==> src/pasc_pkg.sv <==
// constants, field layouts and carriers of the phy management register bank
// assumes a plain register port: 5-bit address, 16-bit data, one-cycle strobes
// Operation
// - parallel detection fault sets expansion bit 4, latched, cleared by read
// - new page sets expansion bit 1, latched, cleared by read
// - bit 3 partner next page, bit 0 partner autoneg, bit 2 local zero
// - expansion bits 15:5 and all of register 18 read zero
// - addresses 8 to 15 are reserved and hold no function
// - status bit 13 set disables auto reduced power down, reset one
// - read-only bit 11 shows 100 Mbps deserializer in-sync, reset one
// - bits 10 and 9 show 100 and 10 Mbps power down, reset one
// - read-only bit 8 shows detected 10 Mbps receive polarity
// - bits 6:2 show phy address sampled at configuration
// - bit 1 shows resolved speed, bit 0 resolved duplex
// - special bit 15 bypasses scrambler, bit 14 bypasses 4B/5B
// - bit 13 sends H pattern, bit 12 sends 34 pattern
// - special bit 11 forces a valid 100 Mbps link
// - symbol error output driven only while special bit 10 set
// - special bit 9 suppresses 100 Mbps receive carrier sense
// - special bit 8 disables dynamic power down
// - special bit 7 runs autonegotiation in loopback
// - special bit 6 puts line transmit drivers in high impedance
// - bit 4 stops auto polarity, then bit 5 forces reversed polarity
// - bit 3 disables squelch test, bit 2 enables extended squelch
// - bit 1 disables link integrity, bit 0 disables jabber

package pasc_pkg;

    localparam int ADDR_W = 5;
    localparam int DATA_W = 16;
    localparam int NUM_LATCH = 2;

    // -----------------------------------------------------------------
    // register offsets
    // -----------------------------------------------------------------
    localparam logic [ADDR_W-1:0] ADDR_AN_EXP = 5'h06;
    localparam logic [ADDR_W-1:0] ADDR_RSVD_LO = 5'h08;
    localparam logic [ADDR_W-1:0] ADDR_RSVD_HI = 5'h0F;
    localparam logic [ADDR_W-1:0] ADDR_STAT_CTRL = 5'h10;
    localparam logic [ADDR_W-1:0] ADDR_SPEC_CTRL = 5'h11;
    localparam logic [ADDR_W-1:0] ADDR_RSVD_18 = 5'h12;

    // -----------------------------------------------------------------
    // field positions
    // -----------------------------------------------------------------
    localparam int EXP_PDF_BIT = 4;
    localparam int EXP_LP_NP_BIT = 3;
    localparam int EXP_NP_BIT = 2;
    localparam int EXP_PR_BIT = 1;
    localparam int EXP_LP_AN_BIT = 0;
    localparam int LATCH_PDF = 0;
    localparam int LATCH_PR = 1;

    localparam int SC_RSVD_HI = 15;
    localparam int SC_RSVD_LO = 14;
    localparam int SC_RPD_DIS_BIT = 13;
    localparam int SC_RSVD_MID = 12;
    localparam int SC_SYNC_BIT = 11;
    localparam int SC_PD100_BIT = 10;
    localparam int SC_PD10_BIT = 9;
    localparam int SC_POL_BIT = 8;
    localparam int SC_ADDR_HI = 6;
    localparam int SC_ADDR_LO = 2;
    localparam int SC_SPEED_BIT = 1;
    localparam int SC_DUPLEX_BIT = 0;

    // -----------------------------------------------------------------
    // reset values
    // -----------------------------------------------------------------
    localparam logic [DATA_W-1:0] ZERO_WORD = 16'h0000;
    localparam logic [3:0] SC_RW_RST = 4'h2;
    localparam logic LOCAL_NP_ABLE = 1'b0;
    localparam logic [4:0] PHY_ADDR_RST = 5'h00;

    // special control word, msb first as it sits in the register
    typedef struct packed
    {
        logic scr_bypass;
        logic enc_bypass;
        logic tx_h_pat;
        logic tx_34_pat;
        logic force_link;
        logic sym_err_en;
        logic crs_dis;
        logic dyn_pd_dis;
        logic an_loopback;
        logic tx_tristate;
        logic force_pol_rev;
        logic auto_pol_dis;
        logic squelch_dis;
        logic ext_squelch;
        logic link_int_dis;
        logic jabber_dis;
    } pasc_ctrl_s;

    // live status from the phy units
    typedef struct packed
    {
        logic in_sync;
        logic pd_100;
        logic pd_10;
        logic pol_rev;
        logic speed_100;
        logic full_duplex;
        logic lp_np_able;
        logic lp_an_able;
    } pasc_stat_s;

    localparam pasc_stat_s STAT_RST = 8'hE0;

endpackage

==> src/pasc_latch.sv <==
// one latched-high status bit that clears on a read of it
// assumes clr_i is the read strobe of the register that shows the bit
`timescale 1ns/1ns

module pasc_latch
    import pasc_pkg::*;
(
    input wire logic clk_sys_i,
    input wire logic sys_rst_i,
    input wire logic set_i,
    input wire logic clr_i,
    output logic flag_o
);

    logic flag_ff;
    logic nxt_flag;

    // ---------------------------------------------------------------
    // latch and clear
    // ---------------------------------------------------------------
    // set beats clear
    // the read returns flag_ff this cycle, so only that value is dropped
    assign nxt_flag = set_i | (flag_ff & ~clr_i);

    always_ff @(posedge clk_sys_i)
    begin
        if (sys_rst_i)
            flag_ff <= 1'b0;
        else
            flag_ff <= nxt_flag;
    end

    assign flag_o = flag_ff;
endmodule

==> src/pasc_regs.sv <==
// management register bank: expansion, status/control, special control
// assumes inputs synchronous to clk_sys_i; events are one-cycle pulses
//
// Strobed register access was left to the implementer.
`timescale 1ns/1ns

module pasc_regs
    import pasc_pkg::*;
(
    input wire logic clk_sys_i,
    input wire logic sys_rst_i,
    input wire logic [ADDR_W-1:0] addr_i,
    input wire logic [DATA_W-1:0] wr_data_i,
    input wire logic wr_en_i,
    input wire logic rd_en_i,
    output logic [DATA_W-1:0] rd_data_o,
    input wire logic pd_fault_i,
    input wire logic page_rx_i,
    input wire pasc_stat_s stat_i,
    input wire logic [4:0] phy_addr_i,
    input wire logic link_100_i,
    input wire logic sym_err_i,
    input wire logic crs_100_i,
    output pasc_ctrl_s ctrl_o,
    output logic link_100_o,
    output logic sym_err_o,
    output logic crs_100_o,
    output logic pol_rev_o,
    output logic auto_rpd_en_o
);

    // ---------------------------------------------------------------
    // decode
    // ---------------------------------------------------------------
    wire sel_exp = (addr_i == ADDR_AN_EXP);
    wire sel_sc = (addr_i == ADDR_STAT_CTRL);
    wire sel_spec = (addr_i == ADDR_SPEC_CTRL);
    wire sel_r18 = (addr_i == ADDR_RSVD_18);
    wire sel_rsvd = (addr_i >= ADDR_RSVD_LO) && (addr_i <= ADDR_RSVD_HI);
    wire rd_exp = rd_en_i & sel_exp;
    wire wr_sc = wr_en_i & sel_sc;
    wire wr_spec = wr_en_i & sel_spec;
    pasc_ctrl_s wr_ctrl;
    assign wr_ctrl = pasc_ctrl_s'(wr_data_i);

    // ---------------------------------------------------------------
    // state
    // ---------------------------------------------------------------
    logic [DATA_W-1:0] rd_data_ff;
    logic [DATA_W-1:0] nxt_rd_data;
    logic [3:0] sc_rw_ff;
    pasc_ctrl_s ctrl_ff;
    pasc_ctrl_s out_ctrl_ff;
    pasc_stat_s stat_ff;
    logic [4:0] phy_addr_ff;
    logic addr_taken_ff;
    logic link_ff;
    logic sym_err_ff;
    logic crs_ff;
    logic pol_ff;
    logic rpd_en_ff;
    logic [NUM_LATCH-1:0] latch_set;
    logic [NUM_LATCH-1:0] latch_q;

    // ---------------------------------------------------------------
    // latched event bits
    // ---------------------------------------------------------------
    // fault and new page event sources
    assign latch_set[LATCH_PDF] = pd_fault_i;
    assign latch_set[LATCH_PR] = page_rx_i;

    genvar gi;
    generate
        for (gi = 0; gi < NUM_LATCH; gi++)
        begin : g_latch
            pasc_latch u_latch
            (
                .clk_sys_i(clk_sys_i),
                .sys_rst_i(sys_rst_i),
                .set_i(latch_set[gi]),
                .clr_i(rd_exp),
                .flag_o(latch_q[gi])
            );
        end
    endgenerate

    // ---------------------------------------------------------------
    // read words
    // ---------------------------------------------------------------
    wire [DATA_W-1:0] exp_word;
    wire [DATA_W-1:0] sc_word;

    assign exp_word = {11'h000,
                       latch_q[LATCH_PDF],
                       stat_ff.lp_np_able,
                       LOCAL_NP_ABLE,
                       latch_q[LATCH_PR],
                       stat_ff.lp_an_able};

    assign sc_word = {sc_rw_ff,
                      stat_ff.in_sync,
                      stat_ff.pd_100,
                      stat_ff.pd_10,
                      stat_ff.pol_rev,
                      1'b0,
                      phy_addr_ff,
                      stat_ff.speed_100,
                      stat_ff.full_duplex};

    // register 18 reads zero
    // unmapped addresses read zero as well
    assign nxt_rd_data = !rd_en_i ? ZERO_WORD :
                         sel_exp ? exp_word :
                         sel_sc ? sc_word :
                         sel_spec ? DATA_W'(ctrl_ff) :
                         ZERO_WORD;

    always_ff @(posedge clk_sys_i)
    begin
        if (sys_rst_i)
            rd_data_ff <= ZERO_WORD;
        else
            rd_data_ff <= nxt_rd_data;
    end

    assign rd_data_o = rd_data_ff;

    // ---------------------------------------------------------------
    // writable registers
    // ---------------------------------------------------------------
    // power down disable, resets to one
    always_ff @(posedge clk_sys_i)
    begin
        if (sys_rst_i)
            sc_rw_ff <= SC_RW_RST;
        else if (wr_sc)
            sc_rw_ff <= wr_data_i[SC_RSVD_HI:SC_RSVD_MID];
    end

    always_ff @(posedge clk_sys_i)
    begin
        if (sys_rst_i)
            ctrl_ff <= pasc_ctrl_s'(ZERO_WORD);
        else if (wr_spec)
            ctrl_ff <= pasc_ctrl_s'(wr_data_i);
    end

    // ---------------------------------------------------------------
    // status capture
    // ---------------------------------------------------------------
    // registered so the documented reset values show until live data
    always_ff @(posedge clk_sys_i)
    begin
        if (sys_rst_i)
            stat_ff <= STAT_RST;
        else
            stat_ff <= stat_i;
    end

    // address strap caught once after release
    always_ff @(posedge clk_sys_i)
    begin
        if (sys_rst_i)
        begin
            phy_addr_ff <= PHY_ADDR_RST;
            addr_taken_ff <= 1'b0;
        end
        else if (!addr_taken_ff)
        begin
            phy_addr_ff <= phy_addr_i;
            addr_taken_ff <= 1'b1;
        end
    end

    // ---------------------------------------------------------------
    // control effects
    // ---------------------------------------------------------------
    wire nxt_link;
    wire nxt_sym_err;
    wire nxt_crs;
    wire nxt_pol;
    wire nxt_rpd_en;

    assign nxt_link = link_100_i | ctrl_ff.force_link;
    assign nxt_sym_err = sym_err_i & ctrl_ff.sym_err_en;
    assign nxt_crs = crs_100_i & ~ctrl_ff.crs_dis;
    assign nxt_pol = ctrl_ff.auto_pol_dis ? ctrl_ff.force_pol_rev
                                          : stat_i.pol_rev;
    assign nxt_rpd_en = ~sc_rw_ff[SC_RPD_DIS_BIT-SC_RSVD_MID];

    // tristate, squelch, link and jabber
    // one register stage keeps every output off the write path
    always_ff @(posedge clk_sys_i)
    begin
        if (sys_rst_i)
        begin
            out_ctrl_ff <= pasc_ctrl_s'(ZERO_WORD);
            link_ff <= 1'b0;
            sym_err_ff <= 1'b0;
            crs_ff <= 1'b0;
            pol_ff <= 1'b0;
            rpd_en_ff <= 1'b0;
        end
        else
        begin
            out_ctrl_ff <= ctrl_ff;
            link_ff <= nxt_link;
            sym_err_ff <= nxt_sym_err;
            crs_ff <= nxt_crs;
            pol_ff <= nxt_pol;
            rpd_en_ff <= nxt_rpd_en;
        end
    end

    assign ctrl_o = out_ctrl_ff;
    assign link_100_o = link_ff;
    assign sym_err_o = sym_err_ff;
    assign crs_100_o = crs_ff;
    assign pol_rev_o = pol_ff;
    assign auto_rpd_en_o = rpd_en_ff;
endmodule

==> config.mk <==
export PLATFORM = sky130hd
export DESIGN_NAME = pasc_regs
export DESIGN_NICKNAME = d
export VERILOG_FILES = /design/src/pasc_pkg.sv /design/src/pasc_latch.sv /design/src/pasc_regs.sv
export SDC_FILE = /design/constraint.sdc
export NUM_CORES = 1
export LEC_CHECK = 0
export BUFFER_PORTS_ARGS = -buffer_cell sky130_fd_sc_hd__buf_2
export CELL_PAD_IN_SITES_DETAIL_PLACEMENT = 1
export CELL_PAD_IN_SITES_GLOBAL_PLACEMENT = 1
export CORE_MARGIN = 3
export CORE_UTILIZATION = 35
export CTS_CLUSTER_DIAMETER = 50
export DETAILED_ROUTE_END_ITERATION = 6
export GPL_TIMING_DRIVEN = 0
export PLACE_DENSITY = 0.8
export REMOVE_ABC_BUFFERS = 1
export SLEW_MARGIN = 20
export SYNTH_ARGS = -nofsm -noshare
export SYNTH_HDL_FRONTEND = slang
export SYNTH_SLANG_ARGS = --single-unit
export TNS_END_PERCENT = 100
==> constraint.sdc <==
create_clock -name clk_sys_i -period 1.4 [get_ports clk_sys_i]
set_input_delay 0.14 -clock clk_sys_i [delete_from_list [all_inputs] [get_ports clk_sys_i]]
set_output_delay 0.14 -clock clk_sys_i [all_outputs]
set_load 0.05 [all_outputs]
## After elaboration in Yosys (flattened, before gate mapping)

Index checks and enable logic that the tools add are counted.

| word-level totals | value |
|---|---|
| bits in registers | 73 |
| bits of input ports | 43 |

| cells by class | value |
|---|---|
| equal/unequal tests | 3 |
| mux-type cells | 5 |
| bitwise logic cells | 15 |
| reduce and logical (&&, ||, !) cells | 3 |

Operators by type and width:

| operator | count |
|---|---|
| $mux 16 | 2 |
| $eq 5x5->1 const B | 2 |
| $and 1x1->1 | 7 |
| $eq 5x3->1 const B | 1 |
| $mux 5 | 1 |
| $not 1->1 | 5 |
| $reduce_or 5->1 | 1 |
| $or 1x1->1 | 3 |
| $reduce_or 3->1 | 1 |
| $mux 1 | 2 |
| $reduce_or 2->1 | 1 |

## Depth between registers and ports, before layout

Gate-level depths: netlist of run 1.

| depth | value |
|---|---|
| depth after elaboration | 5 |
| gate-level depth with buffers | 5 |
| mapped depth without buffers | 3 |

## Modules after synthesis

Synthesis of run 1 repeated with hierarchy kept, for this count alone.

| second synthesis, totals | value |
|---|---|
| cell total of the unflattened synthesis | 219 |
| area total of the unflattened synthesis | 2521.2 um^2 |

By module, submodules not included:

| module | instances | cells an instance | area an instance (um^2) | seq. area each (um^2) |
|---|---|---|---|---|
| pasc_regs | 1 | 211 | 2443.6 | 1421.4 |
| pasc_latch | 2 | 4 | 38.8 | 20.0 |

## Worst setup path after synthesis of run 1

No wires, ideal clock.

| path | value |
|---|---|
| kind | input to register |
| start | in addr_i[1] |
| end | reg ctrl_ff[10] in the netlist's numbering |
| library setup time | 121 ps |
| data arrival time | 1129 ps |
| data required time | 1279 ps |
| setup slack | 151 ps |
| cell stages on the path | 5 |
| cells stage by stage | nor3b_2 > and3_1 > buf_2 > buf_6 > mux2_2 |

| on the way | value |
|---|---|
| cells in the longest elaborated chain, start to end | 2 |

Ends and longest elaborated chain:

| what | RTL line | text |
|---|---|---|
| from (decl) | pasc_regs.sv:12 | `input wire logic [ADDR_W-1:0] addr_i,` |
| $eq 5x5->1 | pasc_regs.sv:37 | `wire sel_spec = (addr_i == ADDR_SPEC_CTRL);` |
| $and 1x1->1 | pasc_regs.sv:42 | `wire wr_spec = wr_en_i & sel_spec;` |
| to (signal assigned) | pasc_regs.sv:143 | `ctrl_ff <= pasc_ctrl_s'(ZERO_WORD);` |
| to (signal assigned) | pasc_regs.sv:145 | `ctrl_ff <= pasc_ctrl_s'(wr_data_i);` |
| to (decl) | pasc_regs.sv:52 | `pasc_ctrl_s ctrl_ff;` |

No other way between the ends.
A chain may end at the register's enable or synchronous reset.

## Final worst setup path of run 1

| path | value |
|---|---|
| start | in addr_i[0] |
| end | reg ctrl_ff[10] in the netlist's numbering |

Same word-level chain as after synthesis.

==> results of run 1 <==
==> per-stage QoR <==
| stage | hold WS (ns) | setup TNS [ns] | std cells | utilization | setup slack, ns |
|---|---|---|---|---|---|
| after floorplan | 0.2091 | 0 | 206 | - | 0.06445 |
| after global placement | 0.3232 | -18.44 | 378 | 0.4424 | -0.6304 |
| after detailed placement | 0.3266 | -19.32 | 378 | 0.4424 | -0.6636 |
| after CTS | 0.005954 | 0 | 396 | 0.4778 | 0.09843 |
| after global routing | 0.009102 | 0 | 396 | 0.4786 | 0.06075 |
| final | 0.02362 | 0 | 396 | 0.4786 | 0.1274 |
==> state kept, by name, summed over array words and instances, names as in the netlist <==
name / count
link_100_o: 1
rd_data_o: 16
exp_word: 2
pol_rev_o: 1
phy_addr_ff: 5
crs_100_o: 1
sc_word: 6
ctrl_o: 16
sc_rw_ff: 4
addr_taken_ff: 1
g_latch.u_latch.flag_o: 2
auto_rpd_en_o: 1
ctrl_ff: 16
sym_err_o: 1
==> repair_timing <==
action                                  CTS  global route
endpoints found under the hold margin     3             0
hold buffers                              3             0
gates resized for setup                   3             1
endpoints found under the setup margin   36             7
==> layer usage <==
| metal | vias to the layer above | GRT usage | wire length [µm] |
|---|---|---|---|
| li1 | 870 | - | - |
| met3 | 11 | 0.03923 | 329 |
| met1 | 827 | 0.1640 | 2349 |
| met5 | - | 0 | 0 |
| met4 | 0 | 0.06897 | 102 |
| met2 | 57 | 0.2306 | 2569 |
==> area by class of cell <==
cell class                      count  share of cell area
Clock inverter                      3             0.01274
Sequential cell                    73              0.4650
Tap cell                           93             0.03702
Clock buffer                       12             0.04936
Timing Repair Buffer               82              0.1361
Multi-Input combinational cell    127              0.2926
Inverter                            6            0.007166
==> power groups by stage <==
stage	clock network, µW	logic, µW	registers (µW)
2_1_floorplan	0	84.9	2200
3_3_place_gp	0	223	2180
3_5_place_dp	0	229	2180
4_1_cts	1680	237	2130
5_1_grt	1760	260	2140
6_report	1610	233	2130
==> cell families (layout without fill, tap and decap cells) <==
kind of cell,after synthesis,in the layout,synth area share
AND/OR/NAND/NOR,78,78,0.1741
flip-flops,73,73,0.5947
multiplexers,41,41,0.1736
buffers and inverters,18,103,0.03513
AO/OA/AOI/OAI,8,8,0.02240
==> cells in the mapped netlist <==
master     count  area share
and3_1         1      0.0025
clkbuf_1       7       0.011
a21oi_1        2      0.0041
nor2b_1       32       0.081
inv_1          5      0.0076
nor2_1        23       0.035
nor3b_2        1      0.0051
and2_1         1      0.0025
and3b_1        1      0.0036
or4b_4         1      0.0056
nand2_1       11       0.017
mux2i_1       28        0.11
o21ai_0        2      0.0041
nor3_4         1      0.0066
nand3_1        2      0.0041
buf_2          3      0.0061
nor3b_1        1      0.0031
mux2_2        13       0.060
clkinv_1       1      0.0015
o2bb2ai_1      4       0.014
buf_6          2      0.0092
dfxtp_1       73        0.59
or2_2          3      0.0076
==> final timing paths <==
check / cells past startpoint / slack (ns) / to
max: 3 / 0.13 / ctrl_ff[10]
min: 2 / 0.02 / sym_err_o
max reg2reg: 2 / 0.45 / phy_addr_ff[0]
min reg2reg: 1 / 0.43 / auto_rpd_en_o
==> run_results.csv, run 1 <==
group,metric,value,unit
job,maxCapViolations,0,
detailed_routing,drtPass1Iterations,4,
setup_path,worstReg2RegStart,"addr_taken_ff",
timing,fmax,785.8,MHz
setup_path,slowest_delay,0.49,ns
power_and_ir_drop,p_comb_frac,0.059,
finish,seqCellArea,0.001461,mm²
global_routing,track_usage,0.1386,
timing,finalHoldViolations,0,
setup_path,end_kind,"flop",
die,core-area,0.006568,mm²
die,fp.dieArea,0.008062,mm²
power_and_ir_drop,peakVddDrop,0.5315,mV
die,die_h,89.79,µm
die,initial_utilization,0.3742,
die,row_count,29,
clock_network,clk_path_buf_depth,2,
timing,worst-slew-pin-transition,0.5991,ns
synth,ys.warnings.count,0,
global_routing,antenna_found_initial,0,
worst_hold_path,hp-start,"sym_err_i",
place,place_area,0.002905,mm²
finish,antennaDiodeCount,0,
finish,final_area,0.003143,mm²
detailed_routing,vias,1765,
finish,layout_common_cells,"78 x buf_2, 73 x dfxtp_1, 32 x nor2b_1",
global_routing,grt_pass1_wl,8935,µm
setup_path,required,1.61,ns
detailed_routing,routed_via_density,4.457,
place,dp_hpwl,3646,µm
place,portBuffers,79,
finish,nFillCells,759,
die,dieWidth,89.79,µm
synth,netlist_instances,218,
clock_network,insertion_delay,0.33,ns
global_routing,grt_pass1_vias,1843,
synth,synth-seq-cells,73,
place,place_congestion,0.6889,
setup_path,slowest_stage,"and3_4",
finish,fin_nets,342,
power_and_ir_drop,clkPwrFrac,0.404,
synth,syn_area,0.002457,mm²
synth,synth_cell_types,23,
timing,setup_viol,0,
setup_path,worstPathArrival,1.48,ns
power_and_ir_drop,p_total,3972,µW
timing,skew,0.007927,ns
timing,timing.slew.headroom,0.6006,
clock_network,cts_tree,"done",
setup_path,worstSetupStartpoint,"addr_i[0]",
finish,multi_input_area,919.6,µm²
setup_path,path_delay_family,"simple AND/OR/NAND/NOR gates",
clock_network,root_buffer,"clkbuf_8",
power_and_ir_drop,p_leak,0.001492,µW
timing,rsz0062_at_grt,"no",
finish,drive_gt1_frac,0.3762,
setup_path,crit_fanout,20,
detailed_routing,final_antenna_net_count,0,
detailed_routing,wire_per_inst,13.51,µm
global_routing,grt_max_degree,50,
global_routing,grt_remaining_overflow,0,
die,ios,80,
finish,synthToLayoutAreaGrowth,27.90,%
synth,yosysSeqAreaShare,0.5947,
detailed_routing,remaining_drc_errors,0,
power_and_ir_drop,seq_power_share,0.537,
setup_path,criticalPathCategory,"input port to flop",
clock_network,cts.clk_slew.worst_paths,0.07,ns
clock_network,cts_buffers,9,
clock_network,postCtsSetupRepairBufs,0,
setup_path,cp_cell_sequence,"buf_2, and3_4, mux2_2",
timing,layout_min_cycle_time,1.273,ns
run_status,status,"finished clean",
clock_network,clock_sinks,73,
finish,mostFrequentLayoutCell,"buf_2",
power_and_ir_drop,switching_power,842.5,µW
power_and_ir_drop,pwr_density_cell,1264,mW/mm²
timing,post-route-period-util,0.9090,
timing,slew_violations,0,
power_and_ir_drop,switching_share,0.2121,
synth,synth_area_per_cell,11.27,µm²
detailed_routing,first_iter_violations,41,
setup_path,worst-path-buf-inv,1,
clock_network,h-tree-depth,3,
power_and_ir_drop,intPower,3129,µW
worst_hold_path,min_path_type,"input port to flop",
detailed_routing,drt-total-wl,5350,µm
setup_path,start_kind,"input port",
No activity file was read; power rests on OpenSTA's default activity.
==> inputs of run 2 (changes only) <==
- PLACE_DENSITY: 0.8 -> 0.7
- RECOVER_POWER: default -> 100
==> run_results.csv, run 2 (synthesized netlist as in run 1, its figures left out) <==
group,metric,value,unit
run_status,status,"finished clean",
setup_path,worstReg2RegStart,"addr_taken_ff",
timing,fmax,788.2,MHz
setup_path,worstSetupStartpoint,"rd_data_o[15]",
worst_hold_path,min_path_type,"input port to flop",
global_routing,grt_remaining_overflow,0,
clock_network,root_buffer,"clkbuf_8",
timing,slew_violations,0,
setup_path,crit_fanout,1,
place,portBuffers,79,
setup_path,slowest_stage,"clkbuf_1",
finish,mostFrequentLayoutCell,"dfxtp_1",
global_routing,grt_pass1_wl,8576,µm
power_and_ir_drop,pwr_density_cell,1370,mW/mm²
clock_network,cts.clk_slew.worst_paths,0.07,ns
setup_path,cp_cell_sequence,"clkbuf_1",
setup_path,end_kind,"primary output",
finish,seqCellArea,0.001461,mm²
power_and_ir_drop,peakVddDrop,0.6631,mV
timing,setup_viol,0,
detailed_routing,vias,1738,
global_routing,track_usage,0.1358,
finish,multi_input_area,910.9,µm²
clock_network,h-tree-depth,3,
timing,rsz0062_at_grt,"no",
setup_path,criticalPathCategory,"flop to primary output",
die,row_count,29,
global_routing,grt_util_met1,0.1567,
timing,timing.slew.headroom,0.4952,
global_routing,top_usage_layer,"met2",
die,dieWidth,89.79,µm
global_routing,globalRouteMet2Util,0.2281,
die,die_h,89.79,µm
finish,synthToLayoutAreaGrowth,29.53,%
global_routing,grt_max_degree,50,
clock_network,clk_path_buf_depth,2,
detailed_routing,routed_via_density,4.345,
global_routing,antenna_found_initial,0,
place,dp_hpwl,3474,µm
timing,hold_ws,0.02248,ns
finish,layout_common_cells,"73 x dfxtp_1, 41 x buf_2, 32 x nor2b_1",
detailed_routing,first_iter_violations,37,
finish,antennaDiodeCount,0,
detailed_routing,drtPass1Iterations,4,
global_routing,grt_pass1_vias,1739,
clock_network,clock_sinks,73,
finish,drive_gt1_frac,0.2899,
finish,fin_nets,345,
detailed_routing,wire_per_inst,13.24,µm
setup_path,path_delay_family,"buffers and inverters",
timing,fin_tns_setup,0,ns
timing,final.setup.worst_slack,0.1312,ns
timing,skew,0.004154,ns
die,fp.dieArea,0.008062,mm²
timing,layout_min_cycle_time,1.269,ns
die,core-area,0.006568,mm²
die,initial_utilization,0.3742,
clock_network,cts_buffers,9,
setup_path,worstPathArrival,1.13,ns
timing,post-route-period-util,0.9063,
detailed_routing,final_antenna_net_count,0,
power_and_ir_drop,p_leak,0.001404,µW
place,post-place-ws,-0.6547,ns
die,ios,80,
job,maxCapViolations,0,
global_routing,met3_usage,0.04090,
setup_path,worst-path-buf-inv,1,
setup_path,slowest_delay,0.48,ns
clock_network,cts_tree,"done",
power_and_ir_drop,p_total,4361,µW
setup_path,start_kind,"flop",
detailed_routing,remaining_drc_errors,0,
finish,nFillCells,751,
clock_network,postCtsSetupRepairBufs,0,
clock_network,insertion_delay,0.34,ns
timing,worst-slew-pin-transition,0.7550,ns
setup_path,required,1.26,ns
timing,finalHoldViolations,0,
detailed_routing,drt-total-wl,5297,µm
worst_hold_path,hp-start,"stat_i[0]",
place,place_congestion,0.6864,
-- run 2: changes by cell type in the layout (fill, tap and decap cells not counted), sizes merged --
cell         before  now
dlygate4sd3       3    6
clkinvlp          0    1
clkinv            3    2
bufinv            1    3
buf              79   43
clkbuf           12   47
-- run 2: worst paths after layout --
check / to / slack (ns) / depth (start not counted)
hold reg to reg: rd_data_o[3] / 0.43 / 1
setup / recovery: rd_data_o[15] / 0.13 / 1
hold / removal: exp_word[0] / 0.02 / 2
setup reg to reg: phy_addr_ff[4] / 0.47 / 2
-- run 2: metal layers --
metal	part of all wire	up-vias	wire [µm]
li1	-	880	-
met4	0.016	0	87
met3	0.059	10	312
met1	0.43	800	2280
met5	0	-	0
met2	0.49	48	2616
-- run 2: timing repair --
action / in CTS / in global routing
resized for setup: 3 / 0
endpoints found under the hold margin: 6 / 0
hold buffers: 6 / 0
endpoints found under the setup margin: 38 / 0
-- run 2: area by class of cell --
class                           count  share of cell area
Multi-Input combinational cell    127              0.2862
Tap cell                           93             0.03656
Clock inverter                      5             0.03223
Sequential cell                    73              0.4591
Clock buffer                       11             0.04442
Inverter                            6            0.007075
Timing Repair Buffer               85              0.1344
-- run 2: stage by stage --
step                cell area (µm²)    util  std cells
floorplan                      2394       -        206
global placement               2905  0.4424        378
detailed placement             2905  0.4424        378
CTS                            3217  0.4898        400
global route                   3183  0.4847        400
finish                         3183  0.4847        400
-- run 2: where the power goes --
| part | leakage, µW | switching [µW] | internal, µW |
|---|---|---|---|
| sequential | 0.000593 | 16.6 | 2110 |
| clock | 0.000120 | 764 | 1230 |
| combinational | 0.000691 | 125 | 112 |
| total | 0.00140 | 905 | 3460 |
==> inputs of run 3 (changes only) <==
- RECOVER_POWER: 100 -> default
- clock period: 1.4 -> 1.44 ns (I/O delays scaled with it)
==> run_results.csv, run 3 (synthesized netlist as in run 1, its figures left out) <==
group,metric,value,unit
setup_path,worstReg2RegStart,"addr_taken_ff",
global_routing,antenna_found_initial,0,
place,portBuffers,79,
timing,setup_viol,0,
finish,final_util,0.4868,
timing,layout_min_cycle_time,1.273,ns
setup_path,worst-path-buf-inv,1,
setup_path,slowest_delay,0.49,ns
setup_path,end_kind,"flop",
detailed_routing,remaining_drc_errors,0,
finish,drive_gt1_frac,0.3738,
global_routing,grt_pass1_vias,1729,
global_routing,grt_max_degree,50,
power_and_ir_drop,seq_power_share,0.488,
clock_network,postCtsSetupRepairBufs,0,
timing,final.setup.worst_slack,0.1670,ns
detailed_routing,drt-total-wl,5291,µm
timing,timing.slew.headroom,0.5020,
clock_network,clk_path_buf_depth,2,
timing,post-route-period-util,0.8840,
detailed_routing,vias,1724,
detailed_routing,first_iter_violations,41,
place,place_congestion,0.6864,
power_and_ir_drop,switching_power,881.9,µW
setup_path,reg2reg_slack,0.51,ns
finish,layout_common_cells,"78 x buf_2, 73 x dfxtp_1, 32 x nor2b_1",
setup_path,crit_fanout,20,
global_routing,grt_pass1_wl,8528,µm
setup_path,r2r_end,"phy_addr_ff[4]",
setup_path,r2r_cells,2,
die,initial_utilization,0.3742,
setup_path,required,1.66,ns
place,dp_hpwl,3474,µm
clock_network,cts_buffers,9,
timing,worst-slew-pin-transition,0.7449,ns
die,die_h,89.79,µm
die,ios,80,
setup_path,worstPathArrival,1.49,ns
power_and_ir_drop,peakVddDrop,0.6436,mV
place,post-place-ws,-0.6187,ns
finish,mostFrequentLayoutCell,"buf_2",
die,dieWidth,89.79,µm
finish,synthToLayoutAreaGrowth,30.09,%
worst_hold_path,min_path_type,"input port to flop",
worst_hold_path,hp-start,"link_100_i",
die,core-area,0.006568,mm²
timing,fmax,785.6,MHz
power_and_ir_drop,clkPwrFrac,0.458,
job,maxCapViolations,0,
power_and_ir_drop,intPower,3359,µW
global_routing,grt_remaining_overflow,0,
worst_hold_path,hold_path_depth,3,
global_routing,track_usage,0.1351,
setup_path,criticalPathCategory,"input port to flop",
setup_path,cp_cell_sequence,"buf_2, and3_4, mux2_2",
detailed_routing,final_antenna_net_count,0,
setup_path,start_kind,"input port",
clock_network,cts_tree,"done",
timing,skew,0.004922,ns
setup_path,path_delay_family,"simple AND/OR/NAND/NOR gates",
finish,multi_input_area,914.6,µm²
power_and_ir_drop,p_total,4241,µW
worst_hold_path,hold_end,"link_100_o",
timing,rsz0062_at_grt,"no",
finish,seqCellArea,0.001461,mm²
timing,slew_violations,0,
timing,finalHoldViolations,0,
power_and_ir_drop,p_leak,0.001513,µW
detailed_routing,drtPass1Iterations,3,
die,fp.dieArea,0.008062,mm²
clock_network,clock_sinks,73,
setup_path,slowest_stage,"and3_4",
power_and_ir_drop,p_comb_frac,0.054,
finish,nFillCells,747,
timing,hold_ws,0.02197,ns
finish,fin_nets,343,
power_and_ir_drop,switching_share,0.2080,
clock_network,h-tree-depth,3,
detailed_routing,routed_via_density,4.332,
finish,antennaDiodeCount,0,
clock_network,insertion_delay,0.33,ns
clock_network,root_buffer,"clkbuf_8",
run_status,status,"finished clean",
power_and_ir_drop,pwr_density_cell,1327,mW/mm²
die,row_count,29,
clock_network,cts.clk_slew.worst_paths,0.08,ns
detailed_routing,wire_per_inst,13.29,µm
==> run 3: changes by cell type in the layout (fill, tap and decap cells not counted), sizes merged <==
cell | before | now
buf | 43 | 79
clkbuf | 47 | 11
dlygate4sd3 | 6 | 4
==> run 3: layout make-up <==
| cell class | count | area share |
|---|---|---|
| Inverter | 6 | 0.007045 |
| Clock buffer | 11 | 0.04423 |
| Multi-Input combinational cell | 127 | 0.2861 |
| Sequential cell | 73 | 0.4571 |
| Timing Repair Buffer | 83 | 0.1370 |
| Tap cell | 93 | 0.03640 |
| Clock inverter | 5 | 0.03209 |
==> run 3: power by group through the flow <==
stage,sequential (µW),clock [µW],combinational [µW]
floorplan,2140,0,82.5
global placement,2120,0,218
detailed placement,2120,0,222
CTS,2070,1990,232
global route,2080,2080,253
finish,2070,1940,228
==> run 3: worst max path at each step <==
stage | startpoint | end | slack, ns | depth (start not counted)
after floorplan | addr_i[1] | ctrl_ff[0] | 0.10 | 3
after global routing | sys_rst_i | rd_data_o[1] | 0.04 | 4
final | addr_i[0] | ctrl_ff[8] | 0.17 | 3
after global placement | addr_i[0] | ctrl_ff[8] | -0.58 | 3
after CTS | addr_i[0] | ctrl_ff[5] | 0.02 | 3
after detailed placement | addr_i[0] | ctrl_ff[8] | -0.62 | 3
==> run 3: metal layers <==
metal / global-route usage / part of all wire / wire [µm] / vias to the layer above
met1: 0.1546 / 0.44 / 2312 / 793
met5: 0 / 0 / 0 / -
met4: 0.06897 / 0.015 / 80 / 0
met3: 0.04257 / 0.061 / 322 / 8
li1: - / - / - / 877
met2: 0.2268 / 0.49 / 2575 / 46
==> run 3: timing repair <==
item	in CTS	in global routing
hold buffers	4	0
gates resized for setup	2	1
setup endpoints to repair	35	13
endpoints found under the hold margin	4	0
pin swaps	0	0
==> run 3: through the flow <==
step | setup TNS, ns | instance area (µm²) | std cells
after CTS | 0 | 3193 | 398
after detailed placement | -18.07 | 2905 | 378
after global placement | -17.27 | 2905 | 378
after global routing | 0 | 3197 | 398
after floorplan | 0 | 2394 | 206
final | 0 | 3197 | 398
==> run 3: worst reg2reg max path: stages, from the launching register on <==
cell and delay [ns]:
dfxtp_1 0.51, mux2i_1 0.24, nor2_1 0.06
